### config.mk
export PLATFORM = sky130hd
export DESIGN_NAME = wake_frame_detector
export DESIGN_NICKNAME = d
export VERILOG_FILES = /design/src/core/wake_pkg.sv /design/src/core/match_if.sv /design/src/core/wake_frame_detector.sv /design/src/core/wake_matcher.sv /design/src/core/wake_irq_shaper.sv
export SDC_FILE = /design/constraint.sdc
export NUM_CORES = 1
export LEC_CHECK = 0
export BUFFER_PORTS_ARGS = -buffer_cell sky130_fd_sc_hd__buf_2
export CORE_ASPECT_RATIO = 0.9
export CORE_MARGIN = 2
export CORE_UTILIZATION = 50
export CTS_BUF_LIST = sky130_fd_sc_hd__clkbuf_16
export DETAILED_ROUTE_END_ITERATION = 10
export PLACE_DENSITY = 0.67
export SLEW_MARGIN = 15
export SYNTH_ARGS = -nofsm -noshare
export SYNTH_HDL_FRONTEND = slang
export SYNTH_SLANG_ARGS = --single-unit
### constraint.sdc
create_clock -name core_clk_i -period 3.68 [get_ports core_clk_i]
set_input_delay 0.552 -clock core_clk_i [delete_from_list [all_inputs] [get_ports core_clk_i]]
set_output_delay 0.552 -clock core_clk_i [all_outputs]
set_load 0.1 [all_outputs]
### src/core/wake_pkg.sv
// Constants and types shared by the wake frame detector
package wake_pkg;
    localparam logic [15:0] OFS_BASIC_CONTROL = 16'h0000;
    localparam logic [15:0] OFS_INT_ENABLE = 16'h0012;
    localparam logic [15:0] OFS_INT_STATUS = 16'h0013;
    localparam logic [15:0] OFS_WAKE_CONTROL = 16'h4000;
    localparam logic [15:0] OFS_WAKE_IRQ_CONFIG = 16'h4003;
    localparam logic [15:0] OFS_ADDR_HI = 16'h4004;
    localparam logic [15:0] OFS_ADDR_MID = 16'h4005;
    localparam logic [15:0] OFS_ADDR_LO = 16'h4006;
    localparam logic [15:0] RESET_VALUE = 16'h0000;
    localparam int SWRESET_BIT = 15;
    localparam int ISOLATE_BIT = 10;
    localparam int WAKE_IE_BIT = 6;
    localparam int WAKE_EN_BIT = 2;
    localparam int WAKE_STAT_BIT = 15;
    localparam int PULSE_MODE_BIT = 7;
    localparam int PULSE_WIDTH_LSB = 8;
    localparam logic [7:0] SYNC_BYTE = 8'hff;
    localparam int SYNC_LEN = 6;
    localparam int ADDR_BYTES = 6;
    localparam int COPIES = 16;
    localparam int CLK_PERIOD_NS = 4;
    localparam int PULSE_UNIT_NS = 1000;
    localparam int PULSE_UNIT_CYC = (PULSE_UNIT_NS + CLK_PERIOD_NS - 1) / CLK_PERIOD_NS;
    typedef enum logic [1:0] {M_SYNC, M_ADDR, M_HIT} match_state_t;
endpackage

### src/core/match_if.sv
// Link between register block and pattern matcher
`timescale 1ns/10ps
`default_nettype none
interface match_if;
    logic [47:0] station_addr;
    logic enable;
    logic rx_valid;
    logic [7:0] rx_byte;
    logic frame_end;
    logic frame_good;
    logic found;
    modport top (output station_addr, enable, rx_valid, rx_byte, frame_end, frame_good, input found);
    modport matcher (input station_addr, enable, rx_valid, rx_byte, frame_end, frame_good, output found);
endinterface
`default_nettype wire

### src/core/wake_frame_detector.sv
// Wake frame detector top: registers, reporting and isolate
`timescale 1ns/10ps
`default_nettype none
module wake_frame_detector
    import wake_pkg::*;
(
    input wire logic core_clk_i,            // 250 MHz clock
    input wire logic resetn_i,              // Hardware reset, active low
    input wire logic reg_wr_i,              // Register write strobe
    input wire logic reg_rd_i,              // Register read strobe
    input wire logic [15:0] reg_addr_i,     // Register offset
    input wire logic [15:0] reg_wdata_i,    // Write data
    output logic [15:0] reg_rdata_o,        // Read data
    output logic reg_rvalid_o,              // Read data valid
    input wire logic rx_valid_i,            // Received byte valid
    input wire logic [7:0] rx_byte_i,       // Received byte
    input wire logic rx_frame_end_i,        // End of frame pulse
    input wire logic rx_frame_good_i,       // Frame passed checks
    input wire logic mac_tx_en_i,           // MAC transmit enable
    input wire logic [7:0] mac_tx_byte_i,   // MAC transmit byte
    input wire logic activity_i,            // Normal activity light level
    input wire logic wake_strap_pad_i,      // Strap for wake pin use
    output logic [7:0] mac_rx_byte_o,       // Byte toward MAC
    output logic mac_rx_valid_o,            // Byte valid toward MAC
    output logic mac_rx_oe_o,               // MAC outputs driven
    output logic [7:0] line_tx_byte_o,      // Byte toward line
    output logic line_tx_en_o,              // Transmit toward line
    output logic activity_light_pin_o,      // Activity or wake, low active wake
    output logic general_irq_pin_n_o,       // General interrupt, active low
    output logic remote_wake_o              // Wake event pulse
);
    logic [15:0] ctrl_q, ctrl_d;
    logic [15:0] ie_q, ie_d;
    logic [15:0] wctl_q, wctl_d;
    logic [15:0] wcfg_q, wcfg_d;
    logic [15:0] addr_hi_q, addr_hi_d;
    logic [15:0] addr_mid_q, addr_mid_d;
    logic [15:0] addr_lo_q, addr_lo_d;
    logic ist_q, ist_d;
    logic wstat_q, wstat_d;
    logic strap_q, strap_d;
    logic strap_done_q, strap_done_d;
    logic [15:0] rdata_d;
    logic rvalid_d;
    logic [7:0] mrx_byte_d, ltx_byte_d;
    logic mrx_valid_d, mrx_oe_d, ltx_en_d;
    logic act_pin_d, gen_n_d, wake_d;
    logic swrst, wstat_clr, irq_active, found;

    match_if mi ();

    // Feed the matcher with every received frame
    assign mi.station_addr = {addr_hi_q, addr_mid_q, addr_lo_q};
    assign mi.enable = wctl_q[WAKE_EN_BIT];
    assign mi.rx_valid = rx_valid_i;
    assign mi.rx_byte = rx_byte_i;
    assign mi.frame_end = rx_frame_end_i;
    assign mi.frame_good = rx_frame_good_i;
    assign found = mi.found;

    wake_matcher u_matcher (
        .core_clk_i(core_clk_i),
        .resetn_i(resetn_i),
        .m(mi.matcher)
    );

    // Software clears wake status by writing one to its bit
    assign wstat_clr = reg_wr_i && reg_addr_i == OFS_WAKE_CONTROL && reg_wdata_i[WAKE_STAT_BIT];
    assign swrst = reg_wr_i && reg_addr_i == OFS_BASIC_CONTROL && reg_wdata_i[SWRESET_BIT];

    wake_irq_shaper u_shaper (
        .core_clk_i(core_clk_i),
        .resetn_i(resetn_i),
        .event_i(found),
        .pulse_mode_i(wcfg_q[PULSE_MODE_BIT]),
        .width_sel_i(wcfg_q[PULSE_WIDTH_LSB +: 2]),
        .clear_i(wstat_clr),
        .active_o(irq_active)
    );

    // Register writes, read clear and event flags
    always_comb begin
        ctrl_d = ctrl_q;
        ie_d = ie_q;
        wctl_d = wctl_q;
        wcfg_d = wcfg_q;
        addr_hi_d = addr_hi_q;
        addr_mid_d = addr_mid_q;
        addr_lo_d = addr_lo_q;
        ist_d = ist_q;
        wstat_d = wstat_q;
        if (reg_wr_i) begin
            case (reg_addr_i)
                OFS_BASIC_CONTROL: ctrl_d = reg_wdata_i;
                OFS_INT_ENABLE: ie_d = reg_wdata_i;
                OFS_WAKE_CONTROL: wctl_d = reg_wdata_i;
                OFS_WAKE_IRQ_CONFIG: wcfg_d = reg_wdata_i;
                OFS_ADDR_HI: addr_hi_d = reg_wdata_i;
                OFS_ADDR_MID: addr_mid_d = reg_wdata_i;
                OFS_ADDR_LO: addr_lo_d = reg_wdata_i;
                default: ctrl_d = ctrl_q;
            endcase
        end
        ctrl_d[SWRESET_BIT] = 1'b0; // Self clearing
        wctl_d[WAKE_STAT_BIT] = 1'b0; // Held in its own flag
        if (reg_rd_i && reg_addr_i == OFS_INT_STATUS) ist_d = 1'b0;
        if (wstat_clr) wstat_d = 1'b0;
        // An event in the clearing cycle is kept
        if (found) begin
            ist_d = 1'b1;
            wstat_d = 1'b1;
        end
        // Software reset restores defaults but keeps the strap
        if (swrst) begin
            ctrl_d = RESET_VALUE;
            ie_d = RESET_VALUE;
            wctl_d = RESET_VALUE;
            wcfg_d = RESET_VALUE;
            addr_hi_d = RESET_VALUE;
            addr_mid_d = RESET_VALUE;
            addr_lo_d = RESET_VALUE;
            ist_d = 1'b0;
            wstat_d = 1'b0;
        end
    end

    // Strap capture, first edge after hardware reset only
    always_comb begin
        strap_d = strap_q;
        strap_done_d = 1'b1;
        if (!strap_done_q) strap_d = wake_strap_pad_i;
    end

    // Read data mux; unmapped offsets read zero
    always_comb begin
        rdata_d = 16'h0000;
        rvalid_d = reg_rd_i;
        if (reg_rd_i) begin
            case (reg_addr_i)
                OFS_BASIC_CONTROL: rdata_d = ctrl_q;
                OFS_INT_ENABLE: rdata_d = ie_q;
                OFS_INT_STATUS: rdata_d = 16'(ist_q) << WAKE_IE_BIT;
                OFS_WAKE_CONTROL: rdata_d = wctl_q | (16'(wstat_q) << WAKE_STAT_BIT);
                OFS_WAKE_IRQ_CONFIG: rdata_d = wcfg_q;
                OFS_ADDR_HI: rdata_d = addr_hi_q;
                OFS_ADDR_MID: rdata_d = addr_mid_q;
                OFS_ADDR_LO: rdata_d = addr_lo_q;
                default: rdata_d = 16'h0000;
            endcase
        end
    end

    // Pins; isolate floats MAC outputs and drops MAC inputs
    always_comb begin
        mrx_oe_d = !ctrl_q[ISOLATE_BIT];
        mrx_byte_d = rx_byte_i;
        mrx_valid_d = rx_valid_i && !ctrl_q[ISOLATE_BIT];
        ltx_en_d = mac_tx_en_i && !ctrl_q[ISOLATE_BIT];
        ltx_byte_d = ctrl_q[ISOLATE_BIT] ? 8'h00 : mac_tx_byte_i;
        act_pin_d = strap_q ? !irq_active : activity_i;
        // Wired-AND onto the general pin; level mode keeps it low past a read
        gen_n_d = !(ie_q[WAKE_IE_BIT] && (ist_q || (irq_active && !wcfg_q[PULSE_MODE_BIT])));
        wake_d = found;
    end

    // All registers, constants only under reset
    always_ff @(posedge core_clk_i or negedge resetn_i) begin
        if (!resetn_i) begin
            ctrl_q <= RESET_VALUE;
            ie_q <= RESET_VALUE;
            wctl_q <= RESET_VALUE;
            wcfg_q <= RESET_VALUE;
            addr_hi_q <= RESET_VALUE;
            addr_mid_q <= RESET_VALUE;
            addr_lo_q <= RESET_VALUE;
            ist_q <= 1'b0;
            wstat_q <= 1'b0;
            strap_q <= 1'b0;
            strap_done_q <= 1'b0;
            reg_rdata_o <= 16'h0000;
            reg_rvalid_o <= 1'b0;
            mac_rx_byte_o <= 8'h00;
            mac_rx_valid_o <= 1'b0;
            mac_rx_oe_o <= 1'b0;
            line_tx_byte_o <= 8'h00;
            line_tx_en_o <= 1'b0;
            activity_light_pin_o <= 1'b0;
            general_irq_pin_n_o <= 1'b1;
            remote_wake_o <= 1'b0;
        end else begin
            ctrl_q <= ctrl_d;
            ie_q <= ie_d;
            wctl_q <= wctl_d;
            wcfg_q <= wcfg_d;
            addr_hi_q <= addr_hi_d;
            addr_mid_q <= addr_mid_d;
            addr_lo_q <= addr_lo_d;
            ist_q <= ist_d;
            wstat_q <= wstat_d;
            strap_q <= strap_d;
            strap_done_q <= strap_done_d;
            reg_rdata_o <= rdata_d;
            reg_rvalid_o <= rvalid_d;
            mac_rx_byte_o <= mrx_byte_d;
            mac_rx_valid_o <= mrx_valid_d;
            mac_rx_oe_o <= mrx_oe_d;
            line_tx_byte_o <= ltx_byte_d;
            line_tx_en_o <= ltx_en_d;
            activity_light_pin_o <= act_pin_d;
            general_irq_pin_n_o <= gen_n_d;
            remote_wake_o <= wake_d;
        end
    end
endmodule
`default_nettype wire

### src/core/wake_matcher.sv
// Byte-wise search for the sync run and address copies
`timescale 1ns/10ps
`default_nettype none
module wake_matcher
    import wake_pkg::*;
(
    input wire logic core_clk_i, // 250 MHz clock
    input wire logic resetn_i,   // Async reset, active low
    match_if.matcher m           // Stream and result
);
    match_state_t state_q, state_d;
    logic [2:0] sync_q, sync_d;
    logic [2:0] idx_q, idx_d;
    logic [3:0] copy_q, copy_d;
    logic found_q, found_d;
    logic [7:0] exp_byte;

    assign m.found = found_q;

    // Next state; frames are not filtered before the search
    always_comb begin
        state_d = state_q;
        sync_d = sync_q;
        idx_d = idx_q;
        copy_d = copy_q;
        found_d = 1'b0;
        exp_byte = m.station_addr[47 - 8 * idx_q -: 8]; // First byte from high register
        if (!m.enable) begin
            state_d = M_SYNC;
            sync_d = 3'd0;
            idx_d = 3'd0;
        end else if (m.frame_end) begin
            // Only a good frame may report; partial matches die here
            found_d = (state_q == M_HIT) && m.frame_good;
            state_d = M_SYNC;
            sync_d = 3'd0;
            idx_d = 3'd0;
        end else if (m.rx_valid) begin
            case (state_q)
                M_SYNC: begin // Any bytes may precede the sync run
                    if (sync_q == 3'(SYNC_LEN) && m.rx_byte == exp_byte) begin
                        state_d = M_ADDR;
                        idx_d = 3'd1;
                        copy_d = 4'd0;
                    end else if (m.rx_byte == SYNC_BYTE) begin
                        sync_d = (sync_q == 3'(SYNC_LEN)) ? sync_q : sync_q + 3'd1; // Longer runs still count
                    end else begin
                        sync_d = 3'd0;
                    end
                end
                M_ADDR: begin
                    if (m.rx_byte == exp_byte) begin // Copies must be unbroken
                        if (idx_q == 3'(ADDR_BYTES - 1)) begin
                            idx_d = 3'd0;
                            if (copy_q == 4'(COPIES - 1)) state_d = M_HIT;
                            else copy_d = copy_q + 4'd1;
                        end else begin
                            idx_d = idx_q + 3'd1;
                        end
                    end else begin // Restart, a breaking 0xff starts a new run
                        state_d = M_SYNC;
                        sync_d = (m.rx_byte == SYNC_BYTE) ? 3'd1 : 3'd0;
                        idx_d = 3'd0; // Next search compares the first address byte
                    end
                end
                M_HIT: state_d = M_HIT; // Trailing bytes are allowed
                default: state_d = M_SYNC;
            endcase
        end
    end

    // State registers
    always_ff @(posedge core_clk_i or negedge resetn_i) begin
        if (!resetn_i) begin
            state_q <= M_SYNC;
            sync_q <= 3'd0;
            idx_q <= 3'd0;
            copy_q <= 4'd0;
            found_q <= 1'b0;
        end else begin
            state_q <= state_d;
            sync_q <= sync_d;
            idx_q <= idx_d;
            copy_q <= copy_d;
            found_q <= found_d;
        end
    end
endmodule
`default_nettype wire

### src/core/wake_irq_shaper.sv
// Level or pulse shaping of the wake interrupt
`timescale 1ns/10ps
`default_nettype none
module wake_irq_shaper
    import wake_pkg::*;
(
    input wire logic core_clk_i,       // 250 MHz clock
    input wire logic resetn_i,         // Async reset, active low
    input wire logic event_i,          // Wake frame seen, pulse
    input wire logic pulse_mode_i,     // 1 pulse, 0 level
    input wire logic [1:0] width_sel_i,// Pulse width select
    input wire logic clear_i,          // Software cleared status
    output logic active_o              // Interrupt asserted, high
);
    logic level_q, level_d;
    logic [11:0] cnt_q, cnt_d;
    logic [11:0] pw_cyc;

    // Width grows in whole units so the host sees at least one unit
    assign pw_cyc = 12'(({10'd0, width_sel_i} + 12'd1) * 12'(PULSE_UNIT_CYC));
    assign active_o = level_q || (cnt_q != 12'd0);

    // Next values; a new event wins over a clear
    always_comb begin
        level_d = 1'b0;
        cnt_d = 12'd0;
        if (pulse_mode_i) begin
            if (event_i) cnt_d = pw_cyc;
            else if (cnt_q != 12'd0) cnt_d = cnt_q - 12'd1;
        end else begin
            level_d = event_i || (level_q && !clear_i);
        end
    end

    // Registers
    always_ff @(posedge core_clk_i or negedge resetn_i) begin
        if (!resetn_i) begin
            level_q <= 1'b0;
            cnt_q <= 12'd0;
        end else begin
            level_q <= level_d;
            cnt_q <= cnt_d;
        end
    end
endmodule
`default_nettype wire

== Word level (Yosys, flattened, before mapping) ==
Cells that the tools add are included.
Operators by class
  multiplexer cells: 66
  reduce and logical (&&, ||, !) cells: 45
  shifts and indexed selects: 1
  multiply operators: 1
  $add $sub $neg: 6
  bitwise logic cells: 2
  equality and inequality tests: 26
Operators by type and width (number)
  $mux 16: 16
  $pmux 16 s8: 1
  $mux 15: 6
  $eq 16x15->1 const B: 5
  $shiftx 55x33->8: 1
  $mux 3: 13
  $mux 12: 3
  $eq 16x5->1 const B: 2
  $reduce_bool 2->1: 9
  $logic_not 16->1: 1
  $mux 4: 4
  $or 15x16->16: 1
  $ne 5x5->1 const B: 3
  $mux 2: 7
  $reduce_and 2->1: 7
  $logic_and 1x1->1: 12
  $mul 12x7->11 const B: 1
  $pmux 3 s2: 2
  $reduce_bool 12->1: 1
  $sub 12x1->12 const B: 1
  $mux 1: 11
  $eq 8x8->1: 1
  $eq 8x8->1 const B: 1
  $mux 8: 1
  25 further kinds: 37
Storage, ports and cells
  flip-flop bits (word level): 179
  input port bits: 58
  word-level logic and storage cells: 175

== Longest topological paths before layout ==
Gate-level depths: netlist (run 1).
  word-level depth: 9
  mapped depth: 11
  mapped depth without buffers: 10

== Hierarchy ==
From an unflattened synthesis (run 1), not the netlist that was laid out.
Unflattened totals
  cell total of the unflattened synthesis: 903
  area total of the unflattened synthesis: 9210.1 sq um
Modules (own cells, without submodules)
  wake_frame_detector: cells each 655, sequential area each 3829.9 sq um, area an instance 6806.5 sq um, times used 1
  wake_matcher: cells each 148, sequential area each 325.3 sq um, area an instance 1388.8 sq um, times used 1
  wake_irq_shaper: cells each 100, sequential area each 325.3 sq um, area an instance 1014.7 sq um, times used 1

== Worst setup path after synthesis (run 1) ==
Ideal clock, no wire load.
  path kind: reg2reg
  start point: reg u_matcher.idx_q[1]
  end point: reg u_matcher.sync_q[0]
  slack: 0.834 ns
  data arrival time: 2.721 ns
  buffers on the path: 1
  data required time: 3.555 ns
  clock period less this slack: 2.846 ns
  setup time: 0.125 ns
  cell stages (with the launch flop): 11
  cell sequence: dfrtp_1 > ha_1 > and3b_1 > buf_2 > a222oi_1 > xnor2_1 > nor3_2 > and4_1 > a2111oi_0 > nor2_1 > mux2_2
Between the ends
  word-level cells in the longest chain between the ends: 6
  elaborated cells between the ends (all ways): 7
RTL lines
  start: declaration: line wake_matcher.sv:13  | logic [2:0] idx_q, idx_d;
  start signal: assignment: line wake_matcher.sv:83  | idx_q <= idx_d;
  $sub 6x6->7 (*): line wake_matcher.sv:27  | exp_byte = m.station_addr[47 - 8 * idx_q -: 8];
  $shiftx 55x33->8 (*): line wake_matcher.sv:27
  $eq 8x8->1 (*): line wake_matcher.sv:41, wake_matcher.sv:52
  $logic_and 1x1->1: line wake_matcher.sv:41  | if (sync_q == 3'(SYNC_LEN) && m.rx_byte == exp_byte) begin
  $ne 4x4->1 (no source line)
  $reduce_and 5->1 (no source line) (*)
  end signal: assignment: line wake_matcher.sv:82  | sync_q <= sync_d;
  end: declaration: line wake_matcher.sv:12  | logic [2:0] sync_q, sync_d;
Every way passes the cells marked *; elsewhere a longest branch is shown, timed or not.
A chain may end at the register's enable or synchronous reset.

== Worst setup path after layout (run 1) ==
  start point: reg u_matcher.idx_q[1]
  end point: reg u_matcher.sync_q[1]
The elaborated chain is that of the path after synthesis.

==> results of run 1 <==
how the worst max path moves through the flow:
stage,startpoint,to,depth (start not counted)
2_1_floorplan,u_matcher.idx_q[1]$_DFFE_PN0P_,u_matcher.sync_q[0]$_DFFE_PN0P_,10
3_3_place_gp,u_matcher.idx_q[1]$_DFFE_PN0P_,u_matcher.sync_q[0]$_DFFE_PN0P_,9
3_5_place_dp,u_matcher.idx_q[1]$_DFFE_PN0P_,u_matcher.sync_q[0]$_DFFE_PN0P_,9
4_1_cts,u_matcher.idx_q[1]$_DFFE_PN0P_,u_matcher.sync_q[1]$_DFFE_PN0P_,9
5_1_grt,u_matcher.idx_q[1]$_DFFE_PN0P_,u_matcher.sync_q[0]$_DFFE_PN0P_,9
6_report,u_matcher.idx_q[1]$_DFFE_PN0P_,u_matcher.sync_q[1]$_DFFE_PN0P_,9
per-layer routing:
metal | wire, um | share of wire
met4 | 431 | 0.019
met1 | 10250 | 0.46
met2 | 10370 | 0.47
met3 | 1226 | 0.055
met5 | 0 | 0
power groups by stage:
stage	clock [uW]	combinational [uW]	sequential (uW)
2_1_floorplan	0	41.5	2110
3_3_place_gp	0	252	2020
3_5_place_dp	0	253	2020
4_1_cts	1760	253	1980
5_1_grt	1840	269	1980
6_report	1730	251	1980
cell type report:
cell class                      count  area share
Sequential cell                   179      0.4446
Multi-Input combinational cell    637      0.4015
Timing Repair Buffer              112     0.06419
Clock buffer                       17     0.04221
Tap cell                          240     0.02980
Clock inverter                     15     0.01242
Inverter                           14    0.005215
through the flow:
stage | area [um2] | power, uW | utilization
2_1_floorplan | 8810 | 2149 | -
3_3_place_gp | 9527 | 2273 | 0.5463
3_5_place_dp | 9527 | 2274 | 0.5463
4_1_cts | 10080 | 3993 | 0.5778
5_1_grt | 10080 | 4088 | 0.5778
6_report | 10080 | 3959 | 0.5778
worst max-delay path: cells and delay by family (launching register included):
kind                     cells  cell delay (ns)
AO/OA/AOI/OAI                2             0.42
adder cells (fa/ha/maj)      1             0.39
flip-flops                   1             0.49
multiplexers                 1             0.36
AND/OR/NAND/NOR              5             1.58
cells by family after synthesis:
family                     count (synthesis)  synth area share
DFF                                      179            0.5086
muxes                                     95            0.1149
AOI/OAI and AO/OA                        178            0.1271
buffers and inverters                     70           0.03281
xor gates and xnor gates                  16           0.01591
adders and majority gates                 18           0.02727
other                                      1         0.0004257
and+or+nand+nor                          329            0.1730
state kept, by name, summed over array words and instances, names as in the netlist, 2 cells and up:
| signal | count |
|---|---|
| line_tx_byte_o | 8 |
| wcfg_q | 16 |
| ctrl_q | 15 |
| reg_rdata_o | 16 |
| mac_rx_byte_o | 8 |
| addr_hi_q | 16 |
| u_shaper.cnt_q | 12 |
| u_matcher.sync_q | 3 |
| u_matcher.copy_q | 4 |
| u_matcher.idx_q | 3 |
| u_matcher.state_q | 2 |
| ie_q | 16 |
| wctl_q | 15 |
| addr_mid_q | 16 |
| addr_lo_q | 16 |
cells in the final DEF (no fill, tap or decap), types with 4 or more instances in the layout:
| cell | n |
|---|---|
| nand2b_1 | 20 |
| mux2_2 | 19 |
| mux2_4 | 6 |
| dfrtp_1 | 178 |
| nor3_1 | 18 |
| clkinv_4 | 5 |
| and3_1 | 5 |
| clkbuf_16 | 17 |
| inv_6 | 5 |
| nand2_1 | 150 |
| inv_1 | 14 |
| nor2_1 | 69 |
| ha_1 | 16 |
| or3_1 | 4 |
| xnor2_1 | 15 |
| o21ai_0 | 34 |
| and2_1 | 5 |
| nor2b_1 | 26 |
| nand3_1 | 8 |
| mux2_1 | 6 |
| a22oi_1 | 22 |
| a21oi_1 | 80 |
| buf_4 | 13 |
| a222oi_1 | 20 |
| nor4_1 | 5 |
| buf_2 | 95 |
| mux2i_1 | 64 |
==> results.md, run 1 <==
* Crit path cell chain: ha_1 -> nor4b_4 -> a22oi_1 -> and3_1 -> nor4_1 -> and4_1 -> a2111oi_0 -> nor2_1 -> mux2_2
* Total power per unit cell area at 392.8 nW/um2
* Total Routing Usage GR at 0.2472
* Detailed-route wire length at 22,280 um
* Net Sw Power at 1043 uW
* Ant. Diodes at 0
* Final setup TNS at 0 ns
* Setup Viol. Count Final at 0
* Layout cells sized above 1 at 0.1848
* Maximum root-to-sink buffer count at 2
* Synth Warn # at 0
* Per-cell routed wire length at 18.35 um
* Startpoint types: register
* Switching share of power at 0.2634
* Global routing's busiest layer: met2
* Max Freq at 298.9 MHz
* Hold Path Class: in -> async
* H-tree lvl count at 4
* TritonCTS clock tree: done
* Number of synthesized flops with an enable pin at 0
* Detailed-route via count at 6,888
* Hold Violations, Final at 0
* Non-Filler Instances at 1,214
* Worst Path Max Fanout at 11
* Routed Antenna Nets at 0
* Rel. slew slack at 0.3867
* Grt ovf at 0
* Area occupied by multi-input gates at 4046 um2
* Pre-Repair DR Iteration Count at 6
* Post-synthesis cell type count at 58
* Slew Limit Fails at 0
* Seq pwr share at 0.501
* DP Worst Slack at 0.3470 ns
* # rows at 46
* Placer congestion estimate at 0.8092
* Root buffer cell: clkbuf_16
* Post-DP HPWL at 14,830 um
* VDD IR-drop max at 0.3430 mV
* FFs w/ async S/R, synth at 1.000
* Clock slew at reported path FFs at 0.07 ns
* Drt initial violations at 561
* Mapped cell area at 8810 um2
* Die W at 143.9 um
* Slowest-stage cell, CP: dfrtp_1
* Post-CTS sizing at 0
* GRT met1 Usage at 0.3532
* Worst hold slack at 0.1073 ns
* Mean post-synth cell area at 9.943 um2
* Worst-margin pin slew at 0.9177 ns
* Register area at 4481 um2
* LEAKAGE at 0.004951 uW
* Largest net degree at the start of global routing at 78
* Ys flop type: dfrtp_1
* Placed Cells at 1,182
* Hold buffers post-CTS at 0
* Share of total power in the clock network at 0.436
* Synth-to-Final Area Change at 14.39%
* Top post-synthesis cells by area: dfrtp_1 (51%), mux2i_1 (7.3%), nand2_1 (6.4%)
* DRC viols at 0
* DIE HEIGHT at 129.9 um
* Final net count at 1,037
* TritonCTS Sinks at 179
* Sequential share of the synthesized area at 0.5086
* Port bufs at 96
* Tcrit/Tclk final at 0.9092
* Arr. time, crit path at 3.67 ns
* FF-to-FF path depth at 9
* R2R Path End: u_matcher.sync_q[1]$_DFFE_PN0P_
* CP endpoint kind: register
* Most frequent cell after synthesis: dfrtp_1
* Initial Util at 0.5052
* Number of synthesized register bits at 179
* R2r startpoint: u_matcher.idx_q[1]$_DFFE_PN0P_
* Maxcap violations at 0
* CP required at 4.01 ns
* Int Pwr at 2916 uW
* Vias per cell at 5.674
* Clk_lat worst skew at 0.44 ns
* Comb pwr share at 0.063
* Syn nets at 962
* Yosys top cell area share at 0.5056
* Global-route wire length before repair at 35,580 um
* Most area-hungry cell type in the Yosys netlist: dfrtp_1
* R2r setup slk at 0.33 ns
* # IOs at 97
* Final WS setup at 0.3340 ns
* Synth top cells by count: dfrtp_1 (178), nand2_1 (150), a21oi_1 (80)
* Grt met2 use at 0.3832
* Antenna violations before repair at 0
* Unrepaired setup endpoints after global routing: false
* Cells after Synth at 886
* Vias in the first global route at 6,616
* Fillers at 1,517
* Setup Crit Path Kind: reg -> reg
* Core area at 17,440 um2
* Status: finished, final reports clean
* Post-CTS Setup Bufs at 0
* Final min period at 3.346 ns
* Worst Skew at 0.009824 ns
* Num CTS Buffers at 17
* Grt met3 use at 0.05064
* Crit-path max cell delay at 0.49 ns
* Die Area at 18,700 um2
No activity file was read; power rests on OpenSTA's default activity.
==> run 2: changes to the inputs <==
--- a/config.mk
+++ b/config.mk
@@ -11,7 +11,7 @@
 export CORE_UTILIZATION = 50
 export CTS_BUF_LIST = sky130_fd_sc_hd__clkbuf_16
 export DETAILED_ROUTE_END_ITERATION = 10
-export PLACE_DENSITY = 0.67
+export PLACE_DENSITY = 0.68
 export SLEW_MARGIN = 15
 export SYNTH_ARGS = -nofsm -noshare
 export SYNTH_HDL_FRONTEND = slang
==> results.md, run 2 (same netlist as run 1, synthesis figures left out) <==
* Status: finished, final reports clean
* Layout cells sized above 1 at 0.1797 (-0.005133)
* Worst-margin pin slew at 0.9503 ns (+0.03267 ns)
* VDD IR-drop max at 0.3308 mV (-3.6%)
* Total power per unit cell area at 394.7 nW/um2 (+0.48%)
* # rows at 46 (unchanged)
* Ant. Diodes at 0 (unchanged)
* Slew Limit Fails at 0 (unchanged)
* Placed Area at 9512 um2 (-0.16%)
* CP bufs+invs at 0 (unchanged)
* TritonCTS clock tree: done
* Crit path cell chain: ha_1 -> nor4b_4 -> a22oi_1 -> and3_1 -> nor4_1 -> and4_1 -> a2111oi_0 -> nor2_1 -> mux2_2
* Drt initial violations at 562 (+0.18%)
* Vias per cell at 5.678 (about the same)
* Total Routing Usage GR at 0.2480 (+0.0007787)
* Arr. time, crit path at 3.70 ns (+0.03 ns)
* H-tree lvl count at 4 (unchanged)
* Slowest-stage cell, CP: nor4b_4
* Commonest non-fill, non-tap cell in the layout: dfrtp_1
* LEAKAGE at 0.004957 uW (+0.11%)
* CP endpoint kind: register
* Final net count at 1,037 (unchanged)
* DRC viols at 0 (unchanged)
* Pre-Repair DR Iteration Count at 6 (unchanged)
* Unrepaired setup endpoints after global routing: false
* Num CTS Buffers at 17 (unchanged)
* Clk_lat worst skew at 0.43 ns (about the same)
* DP Worst Slack at 0.3647 ns (+0.01763 ns)
* Maximum root-to-sink buffer count at 2 (unchanged)
* Root buffer cell: clkbuf_16
* Grt ovf at 0 (unchanged)
* Largest net degree at the start of global routing at 73 (-6.4%)
* Startpoint types: register
* Detailed-route via count at 6,893 (+0.073%)
* Rel. slew slack at 0.3649 (-0.02183)
* Maxcap violations at 0 (unchanged)
* Final Cell Area at 10,060 um2 (-0.15%)
* Core area at 17,440 um2 (unchanged)
* Port bufs at 96 (unchanged)
* Post-DP HPWL at 14,880 um (+0.36%)
* Setup Crit Path Kind: reg -> reg
* Global-route wire length before repair at 35,870 um (+0.82%)
* R2r startpoint: u_matcher.idx_q[1]$_DFFE_PN0P_
* Initial Util at 0.5052 (unchanged)
* Die Area at 18,700 um2 (unchanged)
* Tcrit/Tclk final at 0.9186 (+0.009399)
* # IOs at 97 (unchanged)
* Worst hold slack at 0.1383 ns (+0.03102 ns)
* Setup Viol. Count Final at 0 (unchanged)
* Max Freq at 295.8 MHz (-1.0%)
* Fillers at 1,562 (+3.0%)
* Post-CTS sizing at 0 (unchanged)
* DIE HEIGHT at 129.9 um (unchanged)
* Per-cell routed wire length at 18.35 um (about the same)
* Final WS setup at 0.2994 ns (-0.03459 ns)
* Crit path max-delay family: simple AND/OR/NAND/NOR gates
* Clock slew at reported path FFs at 0.07 ns (about the same)
* TritonCTS Sinks at 179 (unchanged)
* Critical Path Source: u_matcher.idx_q[1]$_DFFE_PN0P_
* Worst Path Max Fanout at 11 (unchanged)
* Placer congestion estimate at 0.8123 (+0.38%)
* Worst Skew at 0.007029 ns (-0.002795 ns)
* Utilization after layout at 0.5770 (-0.0008610)
* CP required at 4.00 ns (about the same)
* Antenna violations before repair at 0 (unchanged)
* Hold Violations, Final at 0 (unchanged)
* Most frequent cells in the layout: dfrtp_1 (178), nand2_1 (150), buf_2 (95)
* Hold Path Class: in -> async
* Post-CTS Setup Bufs at 0 (unchanged)
* Vias in the first global route at 6,846 (+3.5%)
* Die W at 143.9 um (unchanged)
* Hold buffers post-CTS at 0 (unchanged)
* Final min period at 3.381 ns (+0.03459 ns)
* Detailed-route wire length at 22,270 um (about the same)
* Routed Antenna Nets at 0 (unchanged)
* Synth-to-Final Area Change at 14.22%
* Crit-path max cell delay at 0.52 ns (+0.03 ns)
* Final setup TNS at 0 ns (unchanged)
## run 2: metrics by stage
stage,total power [uW],cells
after detailed placement,2274,1182
after floorplan,2149,886
final,3972,1214
after CTS,4002,1214
after global placement,2272,1182
after global routing,4100,1214
## run 2: layout make-up
class,instances,area [um2],share of cell area
inverters,14,52.55,0.005223
clock buffers,17,425.4,0.04228
well taps,240,300.3,0.02984
repair buffers,112,631.9,0.06280
clock inverters,15,125.1,0.01243
multi-input cells,637,4046,0.4021
flip-flops and latches,179,4481,0.4453
## run 2: final timing paths
check | to | slack [ns] | cells past startpoint
max in group asynchronous | addr_hi_q[11]$_DFFE_PN0P_ | 2.74 | 2
max | u_matcher.sync_q[1]$_DFFE_PN0P_ | 0.30 | 9
min | reg_rdata_o[7]$_DFF_PN0_ | 0.14 | 1
min reg2reg | u_shaper.cnt_q[0]$_DFF_PN0_ | 0.47 | 1
min in group core_clk_i | mac_rx_byte_o[0]$_DFF_PN0_ | 0.28 | 1
max reg2reg | u_matcher.sync_q[1]$_DFFE_PN0P_ | 0.30 | 9
## run 2: per-layer routing
layer,track usage,part of all wire,up-vias
met1,0.3520,0.47,3423
li1,-,-,3231
met4,0.08997,0.023,0
met2,0.3882,0.47,203
met5,0,0,-
met3,0.04000,0.041,36
## run 2: power breakdown
group          internal (uW)  switching, uW  total, uW
sequential              1980           3.68       1980
clock                    979            758       1740
combinational           55.5            195        251
==> run 3: changes to the inputs <==
--- a/config.mk
+++ b/config.mk
@@ -11,6 +11,7 @@
 export CORE_UTILIZATION = 50
 export CTS_BUF_LIST = sky130_fd_sc_hd__clkbuf_16
 export DETAILED_ROUTE_END_ITERATION = 10
+export GPL_TIMING_DRIVEN = 0
 export PLACE_DENSITY = 0.68
 export SLEW_MARGIN = 15
 export SYNTH_ARGS = -nofsm -noshare
==> results.md, run 3 (same netlist as run 1, synthesis figures left out) <==
* Status: finished, final reports clean
* CP required at 4.06 ns (+0.06 ns)
* Synth-to-Final Area Change at 16.20%
* Max Freq at 293.2 MHz (-0.87%)
* Die W at 143.9 um (unchanged)
* Drt initial violations at 702 (+25%)
* H-tree lvl count at 4 (unchanged)
* Comb pwr share at 0.061 (-0.002)
* Final min period at 3.410 ns (+0.02974 ns)
* Pre-Repair DR Iteration Count at 9 (+3)
* Per-cell routed wire length at 18.80 um (+2.5%)
* CP endpoint kind: register
* # rows at 46 (unchanged)
* Clock slew at reported path FFs at 0.07 ns (about the same)
* Placer congestion estimate at 0.8705 (+7.2%)
* Int Pwr at 3168 uW (+5.1%)
* DRC viols at 0 (unchanged)
* Utilization after layout at 0.5870 (+0.01004)
* Rel. slew slack at 0.1775 (-0.1874)
* DIE HEIGHT at 129.9 um (unchanged)
* Slew Limit Fails at 0 (unchanged)
* Num CTS Buffers at 17 (unchanged)
* Detailed-route wire length at 23,580 um (+5.9%)
* Final net count at 1,077 (+3.9%)
* Startpoint types: register
* Hold Path Class: in -> async
* Grt met2 use at 0.4067 (+0.01849)
* Vias per cell at 5.682 (about the same)
* Post-CTS Setup Bufs at 0 (unchanged)
* Critical Path Source: u_matcher.idx_q[1]$_DFFE_PN0P_
* Arr. time, crit path at 3.79 ns (+0.09 ns)
* GRT met1 Usage at 0.3824 (+0.03038)
* Global-route wire length before repair at 37,810 um (+5.4%)
* Seq pwr share at 0.476 (-0.024)
* Routed Antenna Nets at 0 (unchanged)
* Initial Util at 0.5052 (unchanged)
* Vias in the first global route at 6,935 (+1.3%)
* Clk_lat worst skew at 0.44 ns (about the same)
* Net Sw Power at 1002 uW (+4.8%)
* Antenna violations before repair at 0 (unchanged)
* Worst Path Max Fanout at 10 (-1)
* Register area at 4481 um2 (unchanged)
* Most frequent cells in the layout: dfrtp_1 (178), nand2_1 (150), buf_2 (100)
* Worst Skew at 0.01276 ns (+0.005728 ns)
* Maximum root-to-sink buffer count at 2 (unchanged)
* # IOs at 97 (unchanged)
* Switching share of power at 0.2403 (-0.0005264)
* LEAKAGE at 0.005008 uW (+1.0%)
* Maxcap violations at 0 (unchanged)
* Tcrit/Tclk final at 0.9267 (+0.008081)
* Fillers at 1,567 (+0.32%)
* TritonCTS clock tree: done
* Detailed-route via count at 7,125 (+3.4%)
* Post-CTS sizing at 0 (unchanged)
* Root buffer cell: clkbuf_16
* Layout cells sized above 1 at 0.1657 (-0.01399)
* DP Worst Slack at 0.1323 ns (-0.2324 ns)
* Total power per unit cell area at 407.4 nW/um2 (+3.2%)
* Commonest non-fill, non-tap cell in the layout: dfrtp_1
* Global routing's busiest layer: met2
* Largest net degree at the start of global routing at 99 (+36%)
* Post-DP HPWL at 16,450 um (+11%)
* Port bufs at 95 (-1.0%)
* Total Routing Usage GR at 0.2658 (+0.01785)
* R2r startpoint: u_matcher.idx_q[1]$_DFFE_PN0P_
* Die Area at 18,700 um2 (unchanged)
* Final WS setup at 0.2696 ns (-0.02974 ns)
* Grt met3 use at 0.05541 (+0.01541)
* Setup Crit Path Kind: reg -> reg
* VDD IR-drop max at 0.3359 mV (+1.5%)
* Grt ovf at 0 (unchanged)
* Area occupied by multi-input gates at 4040 um2 (-0.15%)
* Hold buffers post-CTS at 0 (unchanged)
* Ant. Diodes at 0 (unchanged)
* Unrepaired setup endpoints after global routing: false
* Worst-margin pin slew at 1.224 ns (+0.2740 ns)
* Share of total power in the clock network at 0.464 (+0.027)
* Core area at 17,440 um2 (unchanged)
* Setup Viol. Count Final at 0 (unchanged)
* TritonCTS Sinks at 179 (unchanged)
* Hold Violations, Final at 0 (unchanged)
-- run 3: changes by cell type in the layout (fill, tap and decap cells not counted), sizes merged --
| cell | previous run | this run |
|---|---|---|
| buf | 112 | 106 |
| clkbuf | 17 | 63 |
| clkinv | 8 | 5 |
| inv | 16 | 17 |
| bufinv | 2 | 4 |
-- run 3: final cells by class --
class,instances,area share
Sequential cell,179,0.4377
Tap cell,240,0.02933
Multi-Input combinational cell,637,0.3946
Clock inverter,15,0.01846
Clock buffer,17,0.04155
Inverter,14,0.005133
Buffer,56,0.02310
Timing Repair Buffer,96,0.05011
-- run 3: critical path: stages, from the launching register on --
cell	delay (ns)
dfrtp_1	0.49
ha_1	0.32
nor4b_4	0.59
a22oi_1	0.24
and3_1	0.24
nor4_1	0.24
and4_1	0.29
buf_4	0.20
mux2_2	0.34
a21oi_1	0.24
a21bo_2	0.18
-- run 3: worst paths after layout --
path                                                       end  slack (ns)  cells after the start
worst max-delay path            u_matcher.idx_q[1]$_DFFE_PN0P_        0.27                     10
max in group asynchronous             addr_hi_q[0]$_DFFE_PN0P_        2.65                      2
min in group core_clk_i             mac_rx_byte_o[6]$_DFF_PN0_        0.26                      1
worst min-delay path                  reg_rdata_o[9]$_DFF_PN0_        0.15                      1
worst min register to register     u_shaper.cnt_q[0]$_DFF_PN0_        0.46                      1
worst max register to register  u_matcher.idx_q[1]$_DFFE_PN0P_        0.27                     10
-- run 3: metrics by stage --
step / instance area, um2 / total power [uW] / instances / hold slack [ns] / TNS (ns)
after global routing: 10240 / 4293 / 1254 / 0.1994 / 0
after global placement: 9585 / 2269 / 1221 / 0.4521 / -152.76
final: 10240 / 4170 / 1254 / 0.1511 / 0
after floorplan: 8810 / 2149 / 886 / 0.2564 / 0
after CTS: 10240 / 4195 / 1254 / 0.1872 / 0
after detailed placement: 9623 / 2276 / 1222 / 0.4529 / 0
-- run 3: metal layers --
layer	wire, um	up-vias	share of wire
li1	-	3311	-
met4	579	0	0.025
met5	0	-	0
met3	1391	40	0.059
met2	10760	246	0.46
met1	10850	3528	0.46
-- run 3: power groups by stage --
stage	Combinational (uW)	Sequential, uW	Clock [uW]
after global placement	249	2020	0
after detailed placement	255	2020	0
after global routing	271	1980	2040
after CTS	256	1980	1960
final	253	1980	1930
after floorplan	41.5	2110	0
